<file path="src/hdl/sar_regs.svh">
// Timing and width constants of the converter control block
// Assumes a 50 ns system clock; times in ns, counts derived from them
`ifndef SAR_REGS_SVH
`define SAR_REGS_SVH
`define SAR_WORD_W 16
`define SAR_CLK_NS 50
`define SAR_CYC_UP(ns) (((ns) + `SAR_CLK_NS - 1) / `SAR_CLK_NS)
`define SAR_CYC_DN(ns) ((ns) / `SAR_CLK_NS)
`define SAR_T_CONV_MAX_NS 1250
`define SAR_CONV_MAX_CYC `SAR_CYC_DN(`SAR_T_CONV_MAX_NS)
`define SAR_CONV_CYC_DFLT 2
`define SAR_CONV_CYC_MST_MAX 2
`define SAR_T_DATA_BUSY_NS 45
`define SAR_T_HI0_NS 12
`define SAR_T_HI1_NS 22
`define SAR_T_HI2_NS 50
`define SAR_T_HI3_NS 100
`define SAR_T_LO0_NS 7
`define SAR_T_LO1_NS 21
`define SAR_T_LO2_NS 49
`define SAR_T_LO3_NS 99
`define SAR_T_TR0_NS 3
`define SAR_T_TR1_NS 60
`define SAR_T_TR2_NS 140
`define SAR_T_TR3_NS 300
`define SAR_T_BUSY0_NS 2000
`define SAR_T_BUSY1_NS 2500
`define SAR_T_BUSY2_NS 3500
`define SAR_T_BUSY3_NS 5750
`endif

</file>
<file path="src/hdl/sar_pkg.sv">
// Types of the converter control block
// Assumes the constants of sar_regs.svh
package sar_pkg;
   typedef enum logic [1:0] {
      SAR_MODE_PAR = 2'h0,
      SAR_MODE_MST = 2'h1,
      SAR_MODE_SLV = 2'h2,
      SAR_MODE_RSV = 2'h3
   } sar_mode_t;

   typedef struct packed {
      sar_mode_t mode;
      logic [1:0] div_sel;
   } sar_cfg_t;

   typedef enum logic [1:0] {
      SAR_C_IDLE = 2'h0,
      SAR_C_CONV = 2'h1,
      SAR_C_PUSH = 2'h3,
      SAR_C_WAIT = 2'h2
   } sar_conv_st_t;

   typedef enum logic [1:0] {
      SAR_S_IDLE = 2'h0,
      SAR_S_SHIFT = 2'h1,
      SAR_S_TRAIL = 2'h3
   } sar_ser_st_t;
endpackage : sar_pkg

</file>
<file path="src/hdl/sar_buf.sv">
// Small result buffer with valid and ready on both sides
// Assumes one clock and a synchronous active-high clear
`timescale 1ns/100ps
module sar_buf #(
   parameter int W = 16,
   parameter int DEPTH = 2
) (
   // Clock and clear
   input wire logic clk_sys,
   input wire logic rst,
   // Filling side
   input wire logic in_valid,
   output logic in_ready,
   input wire logic [W-1:0] in_data,
   // Draining side
   output logic out_valid,
   input wire logic out_ready,
   output logic [W-1:0] out_data
);
   localparam int PW = $clog2(DEPTH);
   if (DEPTH != 2 && DEPTH != 4 && DEPTH != 8)
   begin : g_bad_depth
      $error("DEPTH must be 2, 4 or 8");
   end
   logic [W-1:0] mem_ff [DEPTH];
   logic [PW-1:0] wr_ptr_ff;
   logic [PW-1:0] rd_ptr_ff;
   logic [PW:0] cnt_ff;
   wire push = in_valid && in_ready;
   wire pop = out_valid && out_ready;
   assign in_ready = cnt_ff != (PW+1)'(DEPTH);
   assign out_valid = cnt_ff != '0;
   assign out_data = mem_ff[rd_ptr_ff];

   always_ff @(posedge clk_sys)
   begin
      if (push)
      begin
         mem_ff[wr_ptr_ff] <= in_data;
      end
   end

   always_ff @(posedge clk_sys)
   begin
      if (rst)
      begin
         wr_ptr_ff <= '0;
         rd_ptr_ff <= '0;
         cnt_ff <= '0;
      end
      else
      begin
         wr_ptr_ff <= wr_ptr_ff + PW'(push);
         rd_ptr_ff <= rd_ptr_ff + PW'(pop);
         cnt_ff <= cnt_ff + (PW+1)'(push) - (PW+1)'(pop);
      end
   end
endmodule : sar_buf

</file>
<file path="src/hdl/sar_conv_ctrl.sv">
// Conversion sequencing and result read-out of the converter
// Assumes pins arrive asynchronously; the core result is on clk_sys
`timescale 1ns/100ps
`include "sar_regs.svh"
module sar_conv_ctrl #(
   parameter int CONV_CYC = `SAR_CONV_CYC_DFLT
) (
   // Clock and reset
   input wire logic clk_sys,
   input wire logic rst,
   // Host control pins
   input wire logic convert_start_n,
   input wire logic reset_req,
   input wire logic chip_select_n,
   input wire logic [1:0] mode_select,
   input wire logic [1:0] serial_clock_divide_select,
   // Serial pins
   input wire logic ext_sclk,
   input wire logic serial_data_in,
   output logic serial_data_out,
   output logic serial_data_oe,
   output logic frame_sync,
   output logic frame_sync_oe,
   output logic serial_clock,
   output logic serial_clock_oe,
   // Parallel data and status
   output logic [`SAR_WORD_W-1:0] par_data,
   output logic busy,
   // Result of the core
   input wire logic [`SAR_WORD_W-1:0] core_result
);
   localparam int WW = `SAR_WORD_W;
   localparam int BUSY_MAX_CYC = `SAR_CONV_MAX_CYC;
   localparam int PAR_DATA_MAX = BUSY_MAX_CYC - 3;
   if (CONV_CYC < 1 || CONV_CYC > `SAR_CONV_CYC_MST_MAX)
   begin : g_bad_conv
      $error("CONV_CYC too long for the master transfer budget");
   end

   // Generated clock half period in cycles, rounded up
   function automatic logic [3:0] sck_cyc(input logic [1:0] d, input logic high);
      int ns;
      ns = 0;
      unique case (d)
         2'h0: ns = high ? `SAR_T_HI0_NS : `SAR_T_LO0_NS;
         2'h1: ns = high ? `SAR_T_HI1_NS : `SAR_T_LO1_NS;
         2'h2: ns = high ? `SAR_T_HI2_NS : `SAR_T_LO2_NS;
         2'h3: ns = high ? `SAR_T_HI3_NS : `SAR_T_LO3_NS;
      endcase
      return 4'(`SAR_CYC_UP(ns));
   endfunction : sck_cyc

   // Hold of frame sync after the last clock edge, rounded up
   function automatic logic [3:0] trail_cyc(input logic [1:0] d);
      int ns;
      ns = 0;
      unique case (d)
         2'h0: ns = `SAR_T_TR0_NS;
         2'h1: ns = `SAR_T_TR1_NS;
         2'h2: ns = `SAR_T_TR2_NS;
         2'h3: ns = `SAR_T_TR3_NS;
      endcase
      return 4'(`SAR_CYC_UP(ns));
   endfunction : trail_cyc

   // Longest busy in master read-after-convert, rounded down
   function automatic logic [7:0] busy_lim(input logic [1:0] d);
      int ns;
      ns = 0;
      unique case (d)
         2'h0: ns = `SAR_T_BUSY0_NS;
         2'h1: ns = `SAR_T_BUSY1_NS;
         2'h2: ns = `SAR_T_BUSY2_NS;
         2'h3: ns = `SAR_T_BUSY3_NS;
      endcase
      return 8'(`SAR_CYC_DN(ns));
   endfunction : busy_lim

   // Pin synchronisers
   logic [8:0] s1_ff;
   logic [8:0] s2_ff;
   logic [1:0] s3_ff;
   always_ff @(posedge clk_sys)
   begin
      if (rst)
      begin
         s1_ff <= 9'h050;
         s2_ff <= 9'h050;
         s3_ff <= 2'h1;
      end
      else
      begin
         s1_ff <= {serial_data_in, ext_sclk, chip_select_n, reset_req, convert_start_n,
                   mode_select, serial_clock_divide_select};
         s2_ff <= s1_ff;
         s3_ff <= {s2_ff[7], s2_ff[4]};
      end
   end

   // Decoded pin state
   sar_pkg::sar_cfg_t cfg;
   assign cfg = sar_pkg::sar_cfg_t'(s2_ff[3:0]);
   wire is_mst = cfg.mode == sar_pkg::SAR_MODE_MST;
   wire is_slv = cfg.mode == sar_pkg::SAR_MODE_SLV;
   wire is_par = !is_mst && !is_slv;
   wire cnv_fall = s3_ff[0] && !s2_ff[4];
   wire sck_rise = !s3_ff[1] && s2_ff[7];
   wire cs_off = s2_ff[6];
   wire sdi = s2_ff[8];
   wire clr = rst || s2_ff[5];

   // Conversion sequencer
   sar_pkg::sar_conv_st_t conv_st_ff;
   logic [4:0] conv_cnt_ff;
   logic busy_ff;
   logic done_ff;
   logic buf_ir;
   logic buf_ov;
   logic buf_or;
   logic [WW-1:0] buf_od;
   logic frame_end;
   wire conv_last = conv_cnt_ff == 5'(CONV_CYC - 1);
   wire par_load = buf_ov && is_par;
   wire in_wait = conv_st_ff == sar_pkg::SAR_C_WAIT;
   wire done_evt = in_wait && (is_mst ? frame_end : (is_par ? par_load : 1'b1));

   always_ff @(posedge clk_sys)
   begin
      if (clr)
      begin
         conv_st_ff <= sar_pkg::SAR_C_IDLE;
         conv_cnt_ff <= '0;
         busy_ff <= 1'b0;
         done_ff <= 1'b0;
      end
      else
      begin
         done_ff <= done_evt;
         unique case (conv_st_ff)
            sar_pkg::SAR_C_IDLE:
               if (cnv_fall && buf_ir)
               begin
                  conv_st_ff <= sar_pkg::SAR_C_CONV;
                  conv_cnt_ff <= '0;
                  busy_ff <= 1'b1;
               end
            sar_pkg::SAR_C_CONV:
               if (conv_last)
               begin
                  conv_st_ff <= sar_pkg::SAR_C_PUSH;
               end
               else
               begin
                  conv_cnt_ff <= conv_cnt_ff + 5'h1;
               end
            sar_pkg::SAR_C_PUSH:
               if (buf_ir)
               begin
                  conv_st_ff <= sar_pkg::SAR_C_WAIT;
               end
            sar_pkg::SAR_C_WAIT:
               if (done_ff)
               begin
                  // Busy falls a cycle after the data or frame sync settles
                  conv_st_ff <= sar_pkg::SAR_C_IDLE;
                  busy_ff <= 1'b0;
               end
         endcase
      end
   end

   // Result buffer between the core and the read-out ports
   sar_buf #(
      .W(WW),
      .DEPTH(2)
   ) u_buf (
      .clk_sys(clk_sys),
      .rst(clr),
      .in_valid(conv_st_ff == sar_pkg::SAR_C_PUSH),
      .in_ready(buf_ir),
      .in_data(core_result),
      .out_valid(buf_ov),
      .out_ready(buf_or),
      .out_data(buf_od)
   );

   // Parallel output
   logic [WW-1:0] par_data_ff;
   logic par_upd_ff;
   always_ff @(posedge clk_sys)
   begin
      if (clr)
      begin
         par_data_ff <= '0;
         par_upd_ff <= 1'b0;
      end
      else
      begin
         par_upd_ff <= par_load;
         if (par_load)
         begin
            par_data_ff <= buf_od;
         end
      end
   end

   // Serial shifter, master framing and slave clocking
   sar_pkg::sar_ser_st_t ser_st_ff;
   logic [WW-1:0] sh_ff;
   logic [4:0] bits_ff;
   logic [3:0] ph_cnt_ff;
   logic sclk_ff;
   logic fsync_ff;
   wire ser_rdy = is_mst ? (ser_st_ff == sar_pkg::SAR_S_IDLE) : (is_slv && bits_ff == '0);
   wire ser_load = buf_ov && ser_rdy;
   wire [3:0] half_lim = sck_cyc(cfg.div_sel, sclk_ff);
   wire half_done = ph_cnt_ff == half_lim - 4'h1;
   wire trail_done = ph_cnt_ff == trail_cyc(cfg.div_sel) - 4'h1;
   wire [WW-1:0] sh_next = {sh_ff[WW-2:0], sdi};
   assign frame_end = ser_st_ff == sar_pkg::SAR_S_TRAIL && trail_done;
   assign buf_or = is_par || ser_rdy;

   always_ff @(posedge clk_sys)
   begin
      if (clr)
      begin
         ser_st_ff <= sar_pkg::SAR_S_IDLE;
         sh_ff <= '0;
         bits_ff <= '0;
         ph_cnt_ff <= '0;
         sclk_ff <= 1'b0;
         fsync_ff <= 1'b0;
      end
      else if (ser_load)
      begin
         sh_ff <= buf_od;
         bits_ff <= 5'(WW);
         ph_cnt_ff <= '0;
         sclk_ff <= 1'b0;
         if (is_mst)
         begin
            // Frame opens only once the converted word leaves the buffer
            ser_st_ff <= sar_pkg::SAR_S_SHIFT;
            fsync_ff <= 1'b1;
         end
      end
      else
      begin
         unique case (ser_st_ff)
            sar_pkg::SAR_S_IDLE:
               if (is_slv && sck_rise && bits_ff != '0)
               begin
                  sh_ff <= sh_next;
                  bits_ff <= bits_ff - 5'h1;
               end
            sar_pkg::SAR_S_SHIFT:
               if (half_done)
               begin
                  // Each half lasts its rounded-up minimum
                  ph_cnt_ff <= '0;
                  sclk_ff <= !sclk_ff;
                  if (sclk_ff)
                  begin
                     sh_ff <= sh_next;
                     bits_ff <= bits_ff - 5'h1;
                     if (bits_ff == 5'h1)
                     begin
                        ser_st_ff <= sar_pkg::SAR_S_TRAIL;
                     end
                  end
               end
               else
               begin
                  ph_cnt_ff <= ph_cnt_ff + 4'h1;
               end
            sar_pkg::SAR_S_TRAIL:
               if (trail_done)
               begin
                  ser_st_ff <= sar_pkg::SAR_S_IDLE;
                  fsync_ff <= 1'b0;
                  ph_cnt_ff <= '0;
               end
               else
               begin
                  ph_cnt_ff <= ph_cnt_ff + 4'h1;
               end
            default:
               ser_st_ff <= sar_pkg::SAR_S_IDLE;
         endcase
      end
   end

   // Pin drive
   assign serial_data_out = sh_ff[WW-1];
   assign serial_data_oe = !cs_off && !is_par;
   assign frame_sync = fsync_ff;
   assign frame_sync_oe = !cs_off && is_mst;
   assign serial_clock = sclk_ff;
   assign serial_clock_oe = !cs_off && is_mst;
   assign par_data = par_data_ff;
   assign busy = busy_ff;

   // Checks
   logic [7:0] run_ff;
   logic [7:0] busy_run_ff;
   always_ff @(posedge clk_sys)
   begin
      if (clr)
      begin
         run_ff <= '0;
         busy_run_ff <= '0;
      end
      else
      begin
         run_ff <= (run_ff == 8'hff) ? run_ff : run_ff + 8'h1;
         if (ser_load || (half_done && ser_st_ff == sar_pkg::SAR_S_SHIFT))
         begin
            run_ff <= '0;
         end
         busy_run_ff <= busy_ff ? busy_run_ff + 8'h1 : 8'h0;
      end
   end
endmodule : sar_conv_ctrl

</file>
<file path="config.mk">
export PLATFORM = sky130hd
export DESIGN_NAME = sar_conv_ctrl
export DESIGN_NICKNAME = d
export VERILOG_FILES = /design/src/hdl/sar_pkg.sv /design/src/hdl/sar_buf.sv /design/src/hdl/sar_conv_ctrl.sv
export VERILOG_INCLUDE_DIRS = /design/src /design/src/hdl
export SDC_FILE = /design/constraint.sdc
export NUM_CORES = 1
export LEC_CHECK = 0
export BUFFER_PORTS_ARGS = -buffer_cell sky130_fd_sc_hd__buf_2
export CAP_MARGIN = 20
export CORE_UTILIZATION = 63
export CTS_CLUSTER_SIZE = 24
export DETAILED_ROUTE_END_ITERATION = 8
export PLACE_DENSITY = 0.84
export REMOVE_ABC_BUFFERS = 1
export SETUP_SLACK_MARGIN = 0.1
export SYNTH_ARGS = -nofsm -noshare
export SYNTH_HDL_FRONTEND = slang
export SYNTH_SLANG_ARGS = --single-unit
</file>
<file path="constraint.sdc">
create_clock -name clk_sys -period 14.4 [get_ports clk_sys]
set_input_delay 2.88 -clock clk_sys [delete_from_list [all_inputs] [get_ports clk_sys]]
set_output_delay 2.88 -clock clk_sys [all_outputs]
set_load 0.1 [all_outputs]
</file>
Word level (Yosys, flattened, before mapping)
Memories as Yosys holds them, arrays and structs flattened. A register that Yosys moved wholly into a read port is not among the register bits. Cells that the tools add are included. W data, S select, Z words.

$add $sub $neg: 13. Divide/modulo/power cells: 2. Equal/unequal tests: 30. Multiplexer cells: 47. Reduce and logical (&&, ||, !) cells: 46.

Operators with widths (number): $pmux W32 S4 (2); $add A32 B7 Y32 const B (2); $div A32 B7 Y32 const B (2); $mux W16 (4); $sub A32 B2 Y32 const B (2); $pmux W16 S2 (1); $mux W5 (6); $mux W2 (12); $ne A2 B2 Y1 const B (10); $pmux W5 S2 (2); $logic_and A1 B1 Y1 (15); $reduce_bool A2 Y1 (7); $eq A2 B2 Y1 const B (6); $mux W1 (12); $mux W4 (3); $ne A3 B3 Y1 const B (4); $reduce_and A4 Y1 (3); $eq A5 B1 Y1 const B (2); $reduce_and A3 Y1 (3); $eq A2 B1 Y1 const B (4); $eq A4 B4 Y1 (2); $pmux W2 S4 (1); $pmux W4 S2 (1); $sub A4 B1 Y4 const B (2); 20 further kinds (30).

Flip-flop bits (word level): 78. RAM bits: 32. Input bits: 27. Output and inout port bits: 23. Logic and storage cells: 157. Memories: 1.

Memory list: u_buf.mem_ff (words 2, width 16, read ports 1, clocked after memory_dff 1, write ports 1, line sar_buf.sv:25) `logic [W-1:0] mem_ff [DEPTH];`.

Depth between registers and ports, before layout
Gate-level depths: netlist of run 1.

Word-level depth: 10. Gate-level depth with buffers: 28. Mapped depth without buffers: 26.

Cells and area by module
From an unflattened synthesis of run 1, not the netlist that was laid out.

Cell total of the unflattened synthesis: 543. Area total of the unflattened synthesis: 5322.6 µm².

By module, submodules not included: sar_conv_ctrl (times used 1, cells an instance 466, area each 3928.8 µm², seq. area each 1481.4 µm²); sar_buf (times used 1, cells an instance 77, area each 1393.8 µm², seq. area each 1041.0 µm²).

Worst setup path before layout of run 1
No wires, ideal clock.

Path kind: reg2reg. Start: register sclk_ff, in the netlist serial_clock. End: register sh_ff[10]. Setup time: 0.070 ns. Arrival time: 5.708 ns. Data required time: 14.330 ns. Setup slack: 8.622 ns. Cell stages (with the launch flop): 26. Buffers on the path: 2. Clock period less this slack: 5.778 ns. Cell sequence: dfxtp_1 buf_2 nor3_1 a21oi_1 ha_1 nand3_2 xnor2_1 ha_1 nor3b_1 nor2_1 ha_1 o41ai_1 a211oi_1 a311o_1 or2_2 inv_1 ha_1 xor2_1 xnor2_1 nor2_1 nand3_1 nor3_2 o41ai_4 buf_4 a211o_1 a21oi_1.

Word-level cells in the longest chain between the ends: 9. Elaborated cells on any way between the ends: 13. Those cells by class: 3 x add/sub; 1 x div; 3 x eq/ne; 5 x mux; 1 x reduce/logical.

RTL lines: from (decl) (line sar_conv_ctrl.sv:212) `logic sclk_ff;`; from (signal assigned) (line sar_conv_ctrl.sv:261) `sclk_ff <= !sclk_ff;`; $mux W3 (no source line) (tied with other cells); $pmux W32 S4 (line sar_conv_ctrl.sv:44) `unique case (d)`; $add A32 B7 Y32 (no source line); $sub A32 B2 Y32 (no source line); $div A32 B7 Y32 (no source line); $sub A4 B1 Y4 (line sar_conv_ctrl.sv:217) `wire half_done = ph_cnt_ff == half_lim - 4'h1;`; $eq A4 B4 Y1 (line sar_conv_ctrl.sv:217); $ne A3 B3 Y1 (no source line); $reduce_and A4 Y1 (no source line) *; to (signal assigned) (line sar_conv_ctrl.sv:236) `sh_ff <= buf_od;`; to (signal assigned) (line sar_conv_ctrl.sv:253) `sh_ff <= sh_next;`; to (signal assigned) (line sar_conv_ctrl.sv:264) `sh_ff <= sh_next;`; to (decl) (line sar_conv_ctrl.sv:209) `logic [WW-1:0] sh_ff;`.

Mark *: on every way between the ends. The rest lies on a longest branch, timed or not. The select of a mux whose other input is x is not followed. A chain may end at the register's enable or synchronous reset.

Worst setup path in the final report of run 1
Start: register s2_ff[0]. End: register sh_ff[15].

Word-level cells in the longest chain between the ends: 9. Elaborated cells on any way between the ends: 12. Those cells by class: 3 x add/sub; 1 x div; 5 x eq/ne; 1 x mux; 2 x reduce/logical.

RTL lines: from (decl) (line sar_conv_ctrl.sv:81) `logic [8:0] s2_ff;`; from (signal assigned) (line sar_conv_ctrl.sv:88) `s2_ff <= 9'h050;`; from (signal assigned) (line sar_conv_ctrl.sv:95) `s2_ff <= s1_ff;`; $eq A2 B2 Y1 (tied with other cells) (line sar_conv_ctrl.sv:44); $pmux W32 S4 * (line sar_conv_ctrl.sv:44); $add A32 B7 Y32 (no source line) *; $sub A32 B2 Y32 (no source line) *; $div A32 B7 Y32 (no source line) *; $sub A4 B1 Y4 * (line sar_conv_ctrl.sv:217); $eq A4 B4 Y1 * (line sar_conv_ctrl.sv:217); $ne A3 B3 Y1 (no source line) *; $reduce_and A4 Y1 (no source line) *.

Marked as above.

==> results of run 1 <==
## stage by stage
step / worst slack [ns] / cells / hold WS [ns] / area, um2
5_1_grt: 7.49 / 657 / 0.440 / 5570
3_3_place_gp: 8.45 / 641 / 0.395 / 5370
6_report: 8.00 / 657 / 0.419 / 5570
3_5_place_dp: 8.12 / 641 / 0.400 / 5370
2_1_floorplan: 8.27 / 487 / 0.389 / 4970
4_1_cts: 8.08 / 657 / 0.428 / 5570
## worst min path at each step
| stage | to | start | depth (start not counted) | slack [ns] |
|---|---|---|---|---|
| finish | s2_ff[6] | s1_ff[6] | 1 | 0.42 |
| global placement | s2_ff[6] | s1_ff[6] | 1 | 0.39 |
| detailed placement | s2_ff[6] | s1_ff[6] | 1 | 0.40 |
| floorplan | s2_ff[4] | s1_ff[4] | 1 | 0.39 |
| CTS | s2_ff[6] | s1_ff[6] | 1 | 0.43 |
| global route | s2_ff[6] | s1_ff[6] | 1 | 0.44 |
## synthesized netlist by cell type, drive strengths merged, types with 13 or more instances
library cell	n	area, um2
a211oi	19	143
nor2	64	240
inv	18	67.6
o21ai	14	70.1
a21oi	29	145
mux2i	17	170
clkbuf	20	75.1
ha	24	300
a211o	17	149
edfxtp	32	961
dfxtp	78	1560
xnor2	13	114
nor2b	23	144
nand2	39	146
## cells by family after synthesis
logic type                 count (synthesis)  synth area share (%)
muxes                                     17                  3.33
DFF                                      110                  49.4
adders and majority gates                 24                  5.88
buffers and inverters                     46                  4.02
AOI/OAI and AO/OA                        104                  14.8
xor gates and xnor gates                  19                  3.26
and+or+nand+nor                          195                  19.3
## critical path, delay by kind of cell, from the launching register on
| family | cells | cell delay (ns) |
|---|---|---|
| and+or+nand+nor | 8 | 1.87 |
| AOI/OAI and AO/OA | 7 | 1.59 |
| adders and majority gates | 5 | 1.30 |
| DFF | 1 | 0.53 |
| buffers and inverters | 3 | 0.53 |
| xor gates and xnor gates | 3 | 0.50 |
## per-layer routing
metal / vias up / share of wire, %
li1: 1884 / -
met1: 1794 / 44
met2: 96 / 51
met3: 17 / 3.5
met4: 0 / 1.5
met5: - / 0
## registers in the layout (all words and copies together), names as in the netlist
| register | cells |
|---|---|
| busy | 1 |
| ph_cnt_ff | 4 |
| conv_st_ff | 2 |
| s3_ff | 2 |
| u_buf.rd_ptr_ff | 1 |
| par_data | 16 |
| ser_st_ff | 2 |
| bits_ff | 5 |
| u_buf.cnt_ff | 2 |
| s1_ff | 9 |
| conv_cnt_ff | 5 |
| done_ff | 1 |
| sh_ff | 16 |
| serial_clock | 1 |
| s2_ff | 9 |
| u_buf.wr_ptr_ff | 1 |
| frame_sync | 1 |
| u_buf.mem_ff | 32 |
## layout make-up
| type | count | area (um2) | share of cell area (%) |
|---|---|---|---|
| inverter | 18 | 67.6 | 1.21 |
| sequential | 110 | 2520 | 45.3 |
| clock inverter | 7 | 80.1 | 1.44 |
| multi-input combinational | 359 | 2380 | 42.7 |
| timing repair buffer | 52 | 268 | 4.81 |
| clock buffer | 9 | 124 | 2.22 |
| tap | 102 | 128 | 2.29 |
## power breakdown
group          leakage (nW)  internal [mW]  switching, mW  total (mW)
clock                 0.100         0.0704          0.115       0.186
sequential            0.923          0.339         0.0193       0.359
combinational          1.02         0.0603          0.176       0.236
total                  2.05          0.470          0.310       0.780
==> implementation parameters, run 1 <==
Parameter                              Value

Critical path
  Max incr delay on CP ... 0.53 ns
  Startpoint of the most critical setup path ... s2_ff[0]
  Worst reg2reg path depth ... 26
  Classification of the worst setup path ... reg -> reg
  Slowest library cell on the worst path ... sky130_fd_sc_hd__dfxtp_1
  Destination of the critical timing path ... sh_ff[15]
  Reg2reg end ... sh_ff[15]
  Most prevalent standard cell on the critical path ... sky130_fd_sc_hd__ha_1
  Reg-to-reg setup timing slack ... around 8 ns
  R2r startpoint ... s2_ff[0]
  Type of element launching the critical path ... register
  Worst EP arrival ... 6.70 ns
  Endpoint class of the critical path ... register
  Maximum fanout along the worst path ... 32
  Required @ worst endpoint ... 14.70 ns

STA
  Post-route fraction of the period consumed by the critical path ... 44.4%
  Final setup violation count ... 0
  Fin. max-slew vios ... 0
  Fin crit period ... 6.40 ns
  Worst slew pin tran ... 1.09 ns
  Unrepaired setup endpoints after global routing ... no
  Upper clock frequency limit ... approximately 0.16 GHz
  Worst slew margin relative to its limit ... between 20% and 30%
  Setup TNS ... 0 ns
  Post-Route Skew ... 0.0247 ns
  Final Hold Viols ... 0

Layout
  N_diodes ... 0
  Fillcell total ... 596
  Total number of nets in the final design ... approximately 600
  Synthesis-to-layout area growth ... 9.09%
  Post-layout util ... 71.7%
  Ratio of cells with drive above 1 in the final layout ... 15.5%
  Commonest non-fill, non-tap cell in the layout ... sky130_fd_sc_hd__dfxtp_1
  Most used cells in the layout excluding fill and tap cells ... sky130_fd_sc_hd__dfxtp_1 (78), sky130_fd_sc_hd__nor2_1 (64), sky130_fd_sc_hd__buf_2 (49)

Synthesis
  Number of distinct library cells after synthesis ... 58
  Yosys warnings ... 0
  Area of the mapped netlist ... 5110 um2
  Gate count of the mapped netlist ... 515
  Ys async rst share ... 0%
  Number of flops mapped to enable cells by yosys ... 32
  Share of synthesized area occupied by flip-flops and latches ... 49.4%
  Top_reg_cell synth ... sky130_fd_sc_hd__dfxtp_1
  Flop and latch count out of synthesis ... 110
  Average instance area after synthesis ... just under 10 um2

Clocking
  Level count of the clock H-tree ... 3
  Clock-pin slew on the worst setup and hold paths ... 0.11 ns
  Clock Tree Buf Depth ... 2
  Clock latency reported for the late side of the worst-skew pair ... 0.38 ns
  CTS tree ... built
  Clock tree root buffer cell ... sky130_fd_sc_hd__clkbuf_8
  Number of buffers inserted by hold repair at cts ... 0
  Post-CTS sizing ... 0
  Sink Count ... 110
  Number of buffers inserted to repair setup after CTS ... 0
  Number of clock buffers inserted by TritonCTS ... 9

Worst hold path
  Path category of the worst min-delay check ... reg -> reg

Global route
  Global routing usage on met3 ... 3.73%
  Met1 Track Usage GR ... 30.2%
  Total gr overflow ... 0
  Antenna violations before repair ... 0
  Wire length of the first global-routing pass ... approximately 17000 um
  Met2 global-route usage ... 44.3%
  Global-route usage over all layers ... 24.9%
  Largest net degree at the start of global routing ... 46
  Busiest layer in global routing ... met2
  Via count of the first global-routing pass ... 3746

Drt
  Post-detailed-route via-to-cell ratio ... 5.77
  Number of search-and-repair iterations in the first detailed-routing pass ... 5
  Average wire length per cell after detail routing ... 14.9 um
  Violation count after the first detailed-routing iteration ... 178
  Detailed-route via count ... 3791
  DR DRC count ... 0
  ANT nets after route ... 0
  Routed Wire Length ... 9800 um

Die
  Effective utilization at floorplan ... 65.7%
  Chip width ... between 90 and 100 um
  Placeable core region ... approximately 8000 um2
  Ports ... 50
  Overall die height ... 92.0 um
  Row count ... 32
  Area enclosed by the die boundary ... about 8500 um2

Pwr
  Power, Total ... 0.780 mW
  Power Dens Cells ... 140 nW/um2
  Max IR drop VDD ... 97.9 uV
  Static Leak ... between 2 and 2.5 nW

Status
  Outcome ... completed

Placement
  GPL Wtd Cong ... 0.912
  Port bufs ... between 40 and 50
  Placed wire-length estimate ... 6760 um

Job
  Number of maximum-capacitance violations ... 0
No activity file was read; power rests on OpenSTA's default activity.
==> run 2: changes to the inputs <==
- ABC_AREA: unset -> 1
- CORE_UTILIZATION: 63 -> 54
- PLACE_DENSITY: 0.84 -> 0.76
- clock period: 14.4 -> 5.33 ns (I/O delays scaled with it)
==> run 2 against run 1 <==
  * The flow now finishes with violations (DRC)
  * Synthesized cell count increased by 17%
  * Combinational power increased to 3.7 times the previous value
  * Utilization down 9.9 points
  * Non-clock buffer count rose by 14
  * Setup slack got worse by 7.5 ns
  * Largest cell class unchanged
  * Flip-flop and latch count stayed put
==> implementation parameters, run 2 <==
Parameter                              Value

Status
  Outcome ... finished with violations
  Failing checks ... DRC

Global route
  Via count of the first global-routing pass ... 3922
  Antenna violations before repair ... 0
  Total gr overflow ... 0
  Wire length of the first global-routing pass ... 17100 um
  Global-route usage over all layers ... 20.7%
  Largest net degree at the start of global routing ... 34

Clocking
  Clock-pin slew on the worst setup and hold paths ... about 0.1 ns
  CTS tree ... built
  Number of buffers inserted by hold repair at cts ... 0
  Sink Count ... 110
  Clock latency reported for the late side of the worst-skew pair ... 0.37 ns
  Clock tree root buffer cell ... sky130_fd_sc_hd__clkbuf_8
  Clock Tree Buf Depth ... 2
  Level count of the clock H-tree ... 3
  Number of clock buffers inserted by TritonCTS ... 9

Drt
  Average wire length per cell after detail routing ... between 10 and 15 um
  Post-detailed-route via-to-cell ratio ... 5.29
  Detailed-route via count ... 4202
  DR DRC count ... 1
  Violation count after the first detailed-routing iteration ... 222
  Routed Wire Length ... 10300 um
  Number of search-and-repair iterations in the first detailed-routing pass ... 7
  ANT nets after route ... 0

Synthesis
  Synth area leaders ... sky130_fd_sc_hd__dfxtp_1 (29%), sky130_fd_sc_hd__edfxtp_1 (18%), sky130_fd_sc_hd__nand2_1 (5.9%)
  Average instance area after synthesis ... ~9 um2
  Flop and latch count out of synthesis ... 110
  Ys async rst share ... 0%
  Area of the mapped netlist ... 5380 um2
  Share of synthesized area occupied by flip-flops and latches ... 46.9%
  Yosys warnings ... 0
  Number of flops mapped to enable cells by yosys ... 32
  Cell types with the highest counts after synthesis ... sky130_fd_sc_hd__nand2_1 (85), sky130_fd_sc_hd__dfxtp_1 (78), sky130_fd_sc_hd__inv_1 (64)
  Top_reg_cell synth ... sky130_fd_sc_hd__dfxtp_1
  Number of distinct library cells after synthesis ... 48
  Portion of synthesized cell area occupied by the leading cell type ... ~29%
  Largest area contributor in the netlist ... sky130_fd_sc_hd__dfxtp_1
  Dominant cell by count in the synthesized netlist ... sky130_fd_sc_hd__nand2_1
  Gate count of the mapped netlist ... 604

Layout
  Ratio of cells with drive above 1 in the final layout ... 21.1%
  N_diodes ... 0
  Most used cells in the layout excluding fill and tap cells ... sky130_fd_sc_hd__nand2_1 (85), sky130_fd_sc_hd__dfxtp_1 (77), sky130_fd_sc_hd__inv_1 (64)
  Number of flip-flops in the largest register ... 32
  Commonest non-fill, non-tap cell in the layout ... sky130_fd_sc_hd__nand2_1
  Synthesis-to-layout area growth ... 11.7%
  Total number of nets in the final design ... between 700 and 800
  Largest Register ... u_buf.mem_ff
  Cell Count, Final, Fillers Out ... 795

STA
  Unrepaired setup endpoints after global routing ... no
  Post-Route Skew ... 0.0145 ns
  Worst slew margin relative to its limit ... 31.3%
  Upper clock frequency limit ... slightly above 0.2 GHz
  Final Hold Viols ... 0
  Minimum hold slack ... 0.401 ns
  Post-route fraction of the period consumed by the critical path ... 90.7%
  Final setup violation count ... 0
  Setup TNS ... 0 ns
  Fin. max-slew vios ... 0
  Fin crit period ... 4.84 ns
  Worst slew pin tran ... 1.03 ns

Placement
  GPL Wtd Cong ... 0.812
  Placed instance count ... 770
  Port bufs ... between 40 and 50
  Placed wire-length estimate ... 7460 um

Critical path
  Type of element launching the critical path ... register
  Max incr delay on CP ... 0.41 ns
  Required @ worst endpoint ... 5.60 ns
  Maximum fanout along the worst path ... 17
  Classification of the worst setup path ... reg -> reg
  Slowest library cell on the worst path ... sky130_fd_sc_hd__dfxtp_4
  Most prevalent standard cell on the critical path ... sky130_fd_sc_hd__inv_1
  Worst EP arrival ... around 5 ns
  Endpoint class of the critical path ... register

Worst hold path
  Path category of the worst min-delay check ... reg -> reg

Pwr
  Reg power frac ... 42.5%
  Static Leak ... 2.47 nW
  Switching share of power ... 44.0%
  Internal Power ... roughly 1.3 mW
  Switching power of the nets ... 1.05 mW
  Power Dens Cells ... 395 nW/um2
  Clk network pwr share ... about 21%
  Max IR drop VDD ... 338 uV
  Power, Total ... 2.37 mW
  Combinational fraction of design power ... 36.9%

Die
  Effective utilization at floorplan ... 55.3%
  Overall die height ... a little over 100 um
  Area enclosed by the die boundary ... around 10000 um2
  Chip width ... 102 um
  Placeable core region ... 9730 um2
  Ports ... 50
  Row count ... 36

Job
  Number of maximum-capacitance violations ... 0
[run 2: worst paths after layout]
path | endpoint | slack, ns | cells after the start | start
setup / recovery | sh_ff[0] | 0.49 | 30 | s2_ff[0]
hold / removal | s2_ff[0] | 0.40 | 2 | s1_ff[0]
setup reg to reg | sh_ff[0] | 0.49 | 30 | s2_ff[0]
hold reg to reg | s2_ff[0] | 0.40 | 2 | s1_ff[0]
[run 2: metal layers]
layer  vias up  routed length (um)  GRT usage, %
met5         -                   0             0
met4         0                 109          6.70
met3        12                 390          3.08
met2       101                5340          38.1
met1      1959                4470          24.8
li1       2130                   -             -
[run 2: layout make-up]
| type | instances | area (um2) |
|---|---|---|
| multi-input combinational | 401 | 2480 |
| clock buffer | 9 | 124 |
| inverter | 69 | 260 |
| clock inverter | 7 | 75.1 |
| tap | 133 | 166 |
| fill | 826 | 3720 |
| timing repair buffer | 66 | 377 |
| sequential | 110 | 2530 |
[run 2: per-stage QoR]
stage	setup slack (ns)	util [%]	area [um2]
6_report	0.494	61.8	6010
3_5_place_dp	0.130	58.8	5730
4_1_cts	0.109	60.9	5920
2_1_floorplan	-0.00883	-	5250
3_3_place_gp	0.401	58.8	5730
5_1_grt	0.106	61.8	6010
[run 2: cells by family after synthesis]
group,synth area share [%]
buf+inv,7.30
simple gates,23.6
mux,2.97
compound gates,11.9
fa+ha+maj,5.58
flops,46.9
xor+xnor,1.79
[run 2: power groups by stage]
stage,Clock (mW),Sequential (mW),Combinational (mW)
finish,0.489,1.01,0.877
global route,0.526,1.02,0.939
CTS,0.499,1.01,0.862
detailed placement,0,1.03,0.861
global placement,0,1.03,0.836
floorplan,0,1.39,0.324
[run 2: critical path: cells and delay by family (launching register included)]
family                   cells  cell delay (ns)
AO/OA/AOI/OAI                6             1.08
flip-flops                   1             0.41
buffers and inverters        7             0.68
adder cells (fa/ha/maj)      5             1.22
AND/OR/NAND/NOR             11             1.20
XOR/XNOR                     1             0.15
[run 2: repair_timing]
item | CTS | global route
endpoints found under the setup margin | 0 | 27
gates resized for setup | 0 | 6
setup buffers | 0 | 8
hold endpoints to repair | 0 | 0
